===== src/design/irq_mux_map.svh =====
// register layout, reset values and field positions of the channel mux control byte
`ifndef IRQ_MUX_MAP_SVH
`define IRQ_MUX_MAP_SVH

`define CTRL_RESET        8'h00
`define CTRL_SEL_LSB      0
`define CTRL_SEL_MSB      1
`define CTRL_EN_BIT       2
`define CTRL_SPARE_BIT    3
`define CTRL_IRQ_LSB      4
`define CTRL_IRQ_MSB      7
`define ADDR_FIXED_HI     5'h1c
`define NUM_CHANNELS      4

`endif


===== src/design/irq_mux_pkg.sv =====
// types shared by the mux control logic
package irq_mux_pkg;

	typedef struct packed {
		logic [3:0] irq_status;
		logic       spare_bit_three;
		logic       channel_enable_bit;
		logic       channel_index_hi;
		logic       channel_index_lo;
	} ctrl_byte_t;

	typedef struct packed {
		logic       start;
		logic       stop;
		logic       rise;
		logic       fall;
	} bus_event_t;

	typedef enum logic [2:0] {
		ST_IDLE = 3'b000,
		ST_ADDR = 3'b001,
		ST_AACK = 3'b011,
		ST_WDAT = 3'b010,
		ST_WACK = 3'b110,
		ST_RDAT = 3'b111,
		ST_RACK = 3'b101,
		ST_SKIP = 3'b100
	} bus_state_t;

endpackage : irq_mux_pkg


===== src/design/bus_event_detect.sv =====
// start, stop and clock-edge detector for the upstream serial bus
`timescale 1ns/1ns
module bus_event_detect (
	input  wire logic                  clk_in,
	input  wire logic                  rst_b_in,
	input  wire logic                  scl_in,
	input  wire logic                  sda_in,
	output irq_mux_pkg::bus_event_t    event_out
);
	logic scl_q;
	logic sda_q;
	irq_mux_pkg::bus_event_t ev_d;

	always_comb begin
		ev_d.start = scl_in && scl_q && sda_q && !sda_in;
		ev_d.stop  = scl_in && scl_q && !sda_q && sda_in;
		ev_d.rise  = scl_in && !scl_q;
		ev_d.fall  = !scl_in && scl_q;
	end

	// idle bus is high on both lines
	always_ff @(posedge clk_in or negedge rst_b_in) begin
		if (!rst_b_in) begin
			scl_q <= 1'b1;
			sda_q <= 1'b1;
		end else begin
			scl_q <= scl_in;
			sda_q <= sda_in;
		end
	end

	assign event_out = ev_d;
endmodule : bus_event_detect


===== src/design/i2c_mux_interrupt_aggregator.sv =====
// control byte, channel selection and interrupt aggregation of a four channel bus mux
//////////////////////////////////////////////////////////////////////////////
//////////////////////////////////////////////////////////////////////////////
`timescale 1ns/1ns
`include "irq_mux_map.svh"
module i2c_mux_interrupt_aggregator #(
	parameter int NUM_CH = `NUM_CHANNELS
) (
	input  wire logic              clk_in,
	input  wire logic              rst_b_in,
	input  wire logic              scl_in,
	input  wire logic              sda_in,
	output logic                   sda_oe_out,
	output logic                   sda_out,
	input  wire logic              addr_strap_low_in,
	input  wire logic              addr_strap_mid_in,
	input  wire logic              addr_strap_hi_in,
	input  wire logic [NUM_CH-1:0] irq_in_ch_b_in,
	output logic                   irq_comb_oe_out,
	output logic                   irq_comb_b_out,
	output logic [NUM_CH-1:0]      channel_active_out
);
	irq_mux_pkg::bus_event_t   ev;
	irq_mux_pkg::bus_state_t   state_q;
	irq_mux_pkg::bus_state_t   state_d;
	irq_mux_pkg::ctrl_byte_t   ctrl_q;
	logic [7:0]                shift_q;
	logic [2:0]                bit_q;
	logic [7:0]                rd_q;
	logic [7:0]                rd_load;
	logic                      pending_q;
	logic                      sda_oe_q;
	logic                      irq_oe_q;
	logic [NUM_CH-1:0]         active_q;
	logic [NUM_CH-1:0]         irq_act;
	logic [NUM_CH-1:0]         sel_dec;
	logic [7:0]                shift_d;
	logic                      byte_done;
	logic                      addr_hit;
	logic [6:0]                my_addr;

	bus_event_detect u_events (
		.clk_in    (clk_in),
		.rst_b_in  (rst_b_in),
		.scl_in    (scl_in),
		.sda_in    (sda_in),
		.event_out (ev)
	);

	//////////////////////////////////////////////////////////////////////////
	// decode
	assign irq_act   = ~irq_in_ch_b_in;
	assign my_addr   = {`ADDR_FIXED_HI, addr_strap_mid_in, addr_strap_low_in};
	assign shift_d   = {shift_q[6:0], sda_in};
	assign byte_done = ev.rise && (bit_q == 3'h7);
	assign addr_hit  = (shift_d[7:1] == my_addr);
	// read byte: live interrupt levels over the stored selection bits
	assign rd_load   = {irq_act, ctrl_q.spare_bit_three, ctrl_q.channel_enable_bit,
		ctrl_q.channel_index_hi, ctrl_q.channel_index_lo};
	// strap a2 kept for board compatibility; only two straps shift the address here
	logic unused_strap;
	assign unused_strap = addr_strap_hi_in;

	generate
		for (genvar i = 0; i < NUM_CH; i++) begin : g_sel
			assign sel_dec[i] = ctrl_q.channel_enable_bit &&
				({ctrl_q.channel_index_hi, ctrl_q.channel_index_lo} == 2'(i));
		end
	endgenerate

	//////////////////////////////////////////////////////////////////////////
	// bus state machine, moves on scl edges and on start and stop
	always_comb begin
		state_d = state_q;
		if (ev.start) begin
			state_d = irq_mux_pkg::ST_ADDR;
		end else if (ev.stop) begin
			state_d = irq_mux_pkg::ST_IDLE;
		end else begin
			case (state_q)
				irq_mux_pkg::ST_ADDR: begin
					if (byte_done)
						state_d = addr_hit ? irq_mux_pkg::ST_AACK : irq_mux_pkg::ST_SKIP;
				end
				irq_mux_pkg::ST_AACK: begin
					// leave on the fall that ends our own ack; bit_q has moved on by then
					if (ev.fall && sda_oe_q)
						state_d = shift_q[0] ? irq_mux_pkg::ST_RDAT : irq_mux_pkg::ST_WDAT;
				end
				irq_mux_pkg::ST_WDAT: begin
					if (byte_done)
						state_d = irq_mux_pkg::ST_WACK;
				end
				irq_mux_pkg::ST_WACK: begin
					if (ev.fall && sda_oe_q)
						state_d = irq_mux_pkg::ST_WDAT;
				end
				irq_mux_pkg::ST_RDAT: begin
					if (byte_done)
						state_d = irq_mux_pkg::ST_RACK;
				end
				irq_mux_pkg::ST_RACK: begin
					if (ev.rise)
						state_d = sda_in ? irq_mux_pkg::ST_SKIP : irq_mux_pkg::ST_RDAT;
				end
				irq_mux_pkg::ST_IDLE: state_d = irq_mux_pkg::ST_IDLE;
				irq_mux_pkg::ST_SKIP: state_d = irq_mux_pkg::ST_SKIP;
				default: state_d = irq_mux_pkg::ST_IDLE;
			endcase
		end
	end

	always_ff @(posedge clk_in or negedge rst_b_in) begin
		if (!rst_b_in) begin
			state_q <= irq_mux_pkg::ST_IDLE;
			bit_q   <= 3'h0;
			shift_q <= 8'h00;
		end else begin
			state_q <= state_d;
			if (ev.start || (state_q != state_d))
				bit_q <= 3'h0;
			else if (ev.rise)
				bit_q <= bit_q + 3'h1;
			// the address ack slot is not shifted in, so shift_q[0] still holds the r/w bit
			if (ev.rise && state_q != irq_mux_pkg::ST_AACK)
				shift_q <= shift_d;
		end
	end

	//////////////////////////////////////////////////////////////////////////
	// control byte; each new byte overwrites the previous one
	always_ff @(posedge clk_in or negedge rst_b_in) begin
		if (!rst_b_in) begin
			ctrl_q    <= `CTRL_RESET;
			pending_q <= 1'b0;
		end else if (state_q == irq_mux_pkg::ST_WDAT && byte_done) begin
			ctrl_q.channel_enable_bit <= shift_d[`CTRL_EN_BIT];
			ctrl_q.channel_index_hi   <= shift_d[`CTRL_SEL_MSB];
			ctrl_q.channel_index_lo   <= shift_d[`CTRL_SEL_LSB];
			ctrl_q.spare_bit_three    <= shift_d[`CTRL_SPARE_BIT];
			pending_q                 <= 1'b1;
		end else if (ev.stop) begin
			pending_q <= 1'b0;
		end
	end

	// switches only change at stop so downstream lines connect while idle high
	always_ff @(posedge clk_in or negedge rst_b_in) begin
		if (!rst_b_in)
			active_q <= '0;
		else if (ev.stop && pending_q)
			active_q <= sel_dec;
	end

	//////////////////////////////////////////////////////////////////////////
	// read path: live inputs loaded as the read byte starts
	always_ff @(posedge clk_in or negedge rst_b_in) begin
		if (!rst_b_in) begin
			rd_q <= 8'h00;
		end else if (state_q != irq_mux_pkg::ST_RDAT && state_d == irq_mux_pkg::ST_RDAT) begin
			rd_q <= rd_load;
		// after a master ack the byte reloads on the rise; its first fall only drives bit 7
		end else if (state_q == irq_mux_pkg::ST_RDAT && ev.fall && bit_q != 3'h0) begin
			rd_q <= {rd_q[6:0], 1'b1};
		end
	end

	// pull low for address and write ack slots and for zero read data bits; released otherwise
	always_ff @(posedge clk_in or negedge rst_b_in) begin
		if (!rst_b_in)
			sda_oe_q <= 1'b0;
		else if (ev.start || ev.stop)
			sda_oe_q <= 1'b0;
		else if (ev.fall) begin
			case (state_d)
				irq_mux_pkg::ST_AACK: sda_oe_q <= (state_q == irq_mux_pkg::ST_AACK) && !sda_oe_q;
				irq_mux_pkg::ST_WACK: sda_oe_q <= !sda_oe_q;
				// rd_q loads on this same edge when entering, so bit 7 comes from rd_load
				irq_mux_pkg::ST_RDAT: begin
					if (state_q != irq_mux_pkg::ST_RDAT)
						sda_oe_q <= !rd_load[7];
					else if (bit_q == 3'h0)
						sda_oe_q <= !rd_q[7];
					else
						sda_oe_q <= !rd_q[6];
				end
				default:              sda_oe_q <= 1'b0;
			endcase
		end
	end

	//////////////////////////////////////////////////////////////////////////
	// combined interrupt, unlatched and independent of selection
	always_ff @(posedge clk_in or negedge rst_b_in) begin
		if (!rst_b_in)
			irq_oe_q <= 1'b0;
		else
			irq_oe_q <= |irq_act;
	end

	assign sda_oe_out         = sda_oe_q;
	assign sda_out            = 1'b0;
	assign irq_comb_oe_out    = irq_oe_q;
	assign irq_comb_b_out     = 1'b0;
	assign channel_active_out = active_q;
endmodule : i2c_mux_interrupt_aggregator


===== config.mk =====
export PLATFORM = sky130hd
export DESIGN_NAME = i2c_mux_interrupt_aggregator
export DESIGN_NICKNAME = d
export VERILOG_FILES = /design/src/design/irq_mux_pkg.sv /design/src/design/bus_event_detect.sv /design/src/design/i2c_mux_interrupt_aggregator.sv
export VERILOG_INCLUDE_DIRS = /design/src /design/src/design
export SDC_FILE = /design/constraint.sdc
export NUM_CORES = 1
export LEC_CHECK = 0
export BUFFER_PORTS_ARGS = -buffer_cell sky130_fd_sc_hd__buf_2
export CORE_MARGIN = 8
export CORE_UTILIZATION = 41
export DETAILED_ROUTE_END_ITERATION = 8
export PLACE_DENSITY = 0.68
export SYNTH_ARGS = -nofsm -noshare
export SYNTH_HDL_FRONTEND = slang
export SYNTH_SLANG_ARGS = --single-unit

===== constraint.sdc =====
create_clock -name clk_in -period 2.9 [get_ports clk_in]
set_input_delay 0.58 -clock clk_in [delete_from_list [all_inputs] [get_ports clk_in]]
set_output_delay 0.58 -clock clk_in [all_outputs]
set_load 0.05 [all_outputs]

# Word level (Yosys, flattened, before mapping)
# Index checks and enable logic that the tools add are counted.
# word_totals
ff_bits	34
input_bits	11
out_inout_bits	8
word_cells	96
# op_classes
n_addsub	1
eq_ne	18
muxes	23
bitwise	1
n_reduce_logical	39
# ops
cell	n
3-bit 2-to-1 mux	12
3-bit one-hot mux with 8 select lines	1
3-bit == test (second input constant)	7
1-bit logical AND	20
8-bit 2-to-1 mux	2
3-bit by 2-bit == test with 1-bit output (second input constant)	3
1-bit logical NOT	8
2-bit nonzero test	4
7-bit == test	1
3-bit logical NOT	2
1-bit 2-to-1 mux	6
2-bit == test (second input constant)	2
4-bit NOT	1
4-bit OR reduction	1
3-bit by 1-bit adder with 3-bit output (second input constant)	1
3-bit by 1-bit == test with 1-bit output (second input constant)	1
3-bit by 2-bit != test with 1-bit output (second input constant)	1
3-bit != test	1
3-bit != test (second input constant)	1
1-bit one-hot mux with 3 select lines	1
3-bit nonzero test	1
2-bit by 1-bit == test with 1-bit output (second input constant)	1
2-bit logical NOT	1
1-bit logical OR	2
2-bit 2-to-1 mux	1

# Depth between registers and ports, before layout
# depth
word_depth	11
mapped_depth	10
mapped_depth_nobuf	8

# Cells and area by module
# From an unflattened synthesis, not the netlist that was laid out.
# unflattened
cells_unflattened	167
hier_area_um2	1819.2
# by_module_without_submodules
module	instances	cells_each	area_each_um2	seq_area_each_um2
i2c_mux_interrupt_aggregator	1	161	1734.2	800.8
bus_event_detect	1	6	85.1	52.6

# Worst setup path before layout
# No wires, ideal clock.
# synth_path
kind	reg-to-reg
start	register sda_oe_q (netlist: sda_oe_out)
end	register rd_q[1]
arrival_time_ns	2.072
required_time_ns	2.763
slack_ns	0.691
stages_incl_launch_ff	8
n_path_buf	1
period_less_slack_ns	2.209
cell_sequence	dfrtp_1 or4bb_2 a22oi_1 or2b_2 or3_4 or2_1 buf_6 o221ai_2
# synth_between
elab_chain_len	8
elab_cells_between_ends	10
cone_classes	eq/ne (1); mux (6); reduce/logical (3)
# synth_rtl
element	line_no	rtl
start, declared	i2c_mux_interrupt_aggregator.sv:32	logic sda_oe_q;
start signal, assigned	i2c_mux_interrupt_aggregator.sv:176	irq_mux_pkg::ST_AACK: sda_oe_q <= (state_q == irq_mux_pkg::ST_AACK) && !sda_oe_q;
start signal, assigned	i2c_mux_interrupt_aggregator.sv:177	irq_mux_pkg::ST_WACK: sda_oe_q <= !sda_oe_q;
start signal, assigned	i2c_mux_interrupt_aggregator.sv:181	sda_oe_q <= !rd_load[7];
1-bit logical AND *	i2c_mux_interrupt_aggregator.sv:87, i2c_mux_interrupt_aggregator.sv:95	
3-bit 2-to-1 mux, on equally long branches	i2c_mux_interrupt_aggregator.sv:95, i2c_mux_interrupt_aggregator.sv:87	
3-bit one-hot mux with 8 select lines *	i2c_mux_interrupt_aggregator.sv:80	case (state_q)
3-bit 2-to-1 mux *	i2c_mux_interrupt_aggregator.sv:77	end else if (ev.stop) begin
3-bit 2-to-1 mux *	i2c_mux_interrupt_aggregator.sv:75	if (ev.start) begin
3-bit == test *	i2c_mux_interrupt_aggregator.sv:160	end else if (state_q != irq_mux_pkg::ST_RDAT && state_d == irq_mux_pkg::ST_RDAT) begin
1-bit logical AND *	i2c_mux_interrupt_aggregator.sv:160	
8-bit 2-to-1 mux or 2-bit nonzero test (tied branches)	--	
end signal, assigned	i2c_mux_interrupt_aggregator.sv:161	rd_q <= rd_load;
end signal, assigned	i2c_mux_interrupt_aggregator.sv:164	rd_q <= {rd_q[6:0], 1'b1};
end, declared	i2c_mux_interrupt_aggregator.sv:29	logic [7:0] rd_q;
# Mark *: on every way between the ends. The rest lies on a longest branch, timed or not.
# A chain may end at the register's enable or synchronous reset.

# Final worst setup path
# layout_path
start	register bit_q[0]
end	register rd_q[4]
# layout_between
elab_chain_len	9
elab_cells_between_ends	14
cone_classes	eq/ne (2); mux (7); reduce/logical (5)
# layout_rtl
element	line_no	rtl
start, declared	i2c_mux_interrupt_aggregator.sv:28	logic [2:0] bit_q;
start signal, assigned	i2c_mux_interrupt_aggregator.sv:123	bit_q <= bit_q + 3'h1;
3-bit == test	i2c_mux_interrupt_aggregator.sv:55	assign byte_done = ev.rise && (bit_q == 3'h7);
1-bit logical AND	i2c_mux_interrupt_aggregator.sv:55	
3-bit 2-to-1 mux, on equally long branches	i2c_mux_interrupt_aggregator.sv:99, i2c_mux_interrupt_aggregator.sv:82, i2c_mux_interrupt_aggregator.sv:91	
3-bit one-hot mux with 8 select lines	i2c_mux_interrupt_aggregator.sv:80	
3-bit 2-to-1 mux	i2c_mux_interrupt_aggregator.sv:77	
3-bit 2-to-1 mux	i2c_mux_interrupt_aggregator.sv:75	
3-bit == test	i2c_mux_interrupt_aggregator.sv:160	
1-bit logical AND	i2c_mux_interrupt_aggregator.sv:160	
8-bit 2-to-1 mux or 2-bit nonzero test (tied branches)	--	
# Parallel ways exist; a longest one is shown, timed or not.

==> flow_summary.json <==
{
  "status": "finished, final reports clean",
  "num_io_pins": 19,
  "grt_first_pass_wirelength_um": 6030,
  "placed_cell_area_mm2": 0.001954,
  "grt_setup_unrepaired": "no",
  "postRouteAntennaNets": 0,
  "drt-total-wl_um": 3577,
  "numPortBuffers": 15,
  "drtIter0Drc": 71,
  "path_depth": 8,
  "netlist_top_cells_count": "dfrtp_1 (32), nand2_1 (20), inv_1 (15)",
  "worst-setup-path-type": "reg -> reg",
  "dp_slack_ns": 0.3620,
  "antennaDiodeCount": 0,
  "design_area_mm2": 0.002068,
  "h-tree-depth": 2,
  "tightest_slew_ns": 0.7579,
  "drv_slew": 0,
  "cts_tree": "built",
  "start_kind": "flop",
  "synth_edf_count": 0,
  "synth_cells": 171,
  "cts_sinks": 34,
  "worst_setup_path_end_kind": "flop",
  "grt_start_max_net_pins": 35,
  "hp-class": "in -> async",
  "row_count": 24,
  "period_share": 0.8307,
  "cts_made_buffers": 5,
  "crit_buf_inv": 0,
  "grtUsageTotal": 0.1064,
  "cp_common_cell": "ha_1",
  "critPathSlowestCell": "or3_4",
  "ys_ff_latch": 34,
  "synth_top_area_share": 0.4321,
  "synth.largest_area_cell": "dfrtp_1",
  "yosysMostFrequentCell": "dfrtp_1",
  "num_vias": 1314,
  "finalCriticalPeriod_ns": 2.409,
  "postSynthAreaPerCell_um2": 10.84,
  "cap_violations": 0,
  "chipWidth_um": 83.23,
  "synth_top_flop_cell": "dfrtp_1",
  "finalSetupTns_ns": 0,
  "cts_resized": 0,
  "path_max_fanout": 8,
  "setup_ws_ns": 0.4910,
  "drc_errors": 0,
  "worstPathArrival_ns": 2.62,
  "area_growth_pct": 11.61,
  "die_y_um": 83.23,
  "coreArea_mm2": 0.004354,
  "r2r-start": "bit_q[0]",
  "cpLargestDelayFamily": "simple AND/OR/NAND/NOR gates",
  "crit_path_cell_trace": "ha_1, ha_1, and3b_1, a211o_4, nand4_4, or3_4, or2_1, o221ai_2",
  "start_util": 0.4256,
  "yosysWarnings": 0,
  "yosysUniqueCellTypes": 53,
  "netlist_top_cells_area": "dfrtp_1 (43%), mux2_2 (6.1%), o221ai_2 (5.7%)",
  "clock_tree.root_cell": "clkbuf_8",
  "async_flop_share": 1.000,
  "firstDrtPassIters": 4,
  "via_per_inst": 5.430,
  "relSlewSlack": 0.4947,
  "clk_pin_slew_ns": 0.08,
  "holdWs_ns": 0.3489,
  "gp_congestion": 0.8401,
  "hold_viol_final": 0,
  "finalClockSkew_ns": 0.009238,
  "drive_gt1_frac": 0.2895,
  "setup_violations": 0,
  "crit_required_ns": 3.11,
  "r2r_end": "rd_q[4]",
  "dieArea_mm2": 0.006926,
  "ctsHoldBuffers": 0,
  "routedWlPerCell_um": 14.78,
  "fillers": 432,
  "leakagePower_nw": 0.9179,
  "reg2reg_depth": 8,
  "place_hpwl_um": 2659,
  "cts_buffer_depth": 2,
  "power.density_mw_per_mm2": 686.2,
  "insertion_delay_ns": 0.29,
  "critPathMaxStageDelay_ns": 0.43,
  "fin_util": 0.4750,
  "vdd_drop_max_v": 0.0002028,
  "timing.fmax_mhz": 415.1,
  "rrSetupSlack_ns": 0.49,
  "synth_area_mm2": 0.001853,
  "yosysSeqAreaShare": 0.4605,
  "grt-ovfl-total": 0,
  "fin_nets": 203,
  "postCtsSetupBuffers": 0,
  "grt_pass1_vias": 1271,
  "antenna_found_initial": 0
}
-- layout make-up --
type,count,area [um2],share of cell area
multi-input combinational,116,889.6,0.4301
clock buffer,5,68.82,0.03327
sequential,34,853.3,0.4126
clock inverter,3,45.04,0.02178
inverter,15,56.30,0.02722
timing repair buffer,17,90.09,0.04356
tap,52,65.06,0.03146
-- cells by family (layout without fill, tap and decap cells) --
kind of cell | after synthesis | in the layout | synth area share
buffers and inverters | 22 | 40 | 0.06144
and+or+nand+nor | 61 | 61 | 0.1891
adders and majority gates | 3 | 3 | 0.02026
muxes | 12 | 12 | 0.07157
xor gates and xnor gates | 4 | 4 | 0.01891
AOI/OAI and AO/OA | 34 | 34 | 0.1762
DFF | 34 | 34 | 0.4605
other | 1 | 2 | 0.002024
-- per-layer routing --
| layer | share of wire | wire (um) | GRT usage | vias to the layer above |
|---|---|---|---|---|
| li1 | - | - | - | 650 |
| met1 | 0.48 | 1713 | 0.1286 | 643 |
| met2 | 0.46 | 1657 | 0.1605 | 15 |
| met3 | 0.037 | 132 | 0.03809 | 6 |
| met4 | 0.021 | 74 | 0.05751 | 0 |
| met5 | 0 | 0 | 0 | - |
-- cell usage in the layout, fill, tap and decap left out, types with 2 or more instances in the layout --
cell and instances:
nor4_1 2, dfrtp_1 32, nor3_1 5, dfstp_2 2, nor2_1 8, clkinvlp_4 2
nand2_1 20, nand3_1 4, nand4_1 2, xor2_1 3, ha_1 3, inv_1 15
mux2i_1 2, a21oi_1 2, conb_1 2, o31ai_1 2, o21ai_0 6, mux2_2 10
nor2b_1 3, buf_4 2, and3b_1 2, o41ai_1 3, buf_2 15, o221ai_2 7
and2b_2 2, clkbuf_8 5
-- state kept, by name (all words and copies together), names as in the netlist --
signal              count
rd_q                    8
shift_q                 7
channel_active_out      4
ctrl_q                  4
bit_q                   3
state_q                 3
irq_comb_oe_out         1
pending_q               1
sda_oe_out              1
u_events.scl_q          1
u_events.sda_q          1
-- per-stage QoR --
stage | cells | power, mW
3_3_place_gp | 234 | 0.9791
6_report | 242 | 1.419
3_5_place_dp | 234 | 0.9938
4_1_cts | 242 | 1.439
2_1_floorplan | 172 | 0.9034
5_1_grt | 242 | 1.506
-- power breakdown --
| group | switching, mW | internal, mW | leakage (nW) |
|---|---|---|---|
| logic | 0.166 | 0.169 | 0.452 |
| clock network | 0.186 | 0.256 | 0.0504 |
| registers | 0.0797 | 0.563 | 0.415 |
| total | 0.431 | 0.988 | 0.918 |
-- how the worst max path moves through the flow --
stage	startpoint	end	slack, ns
after floorplan	sda_oe_out	rd_q[1]	0.69
final	bit_q[0]	rd_q[4]	0.49
after CTS	bit_q[0]	rd_q[7]	0.48
after global placement	scl_in	rd_q[5]	0.37
after detailed placement	scl_in	rd_q[4]	0.36
after global routing	bit_q[0]	rd_q[6]	0.37
Power figures use the tool's default switching activity.
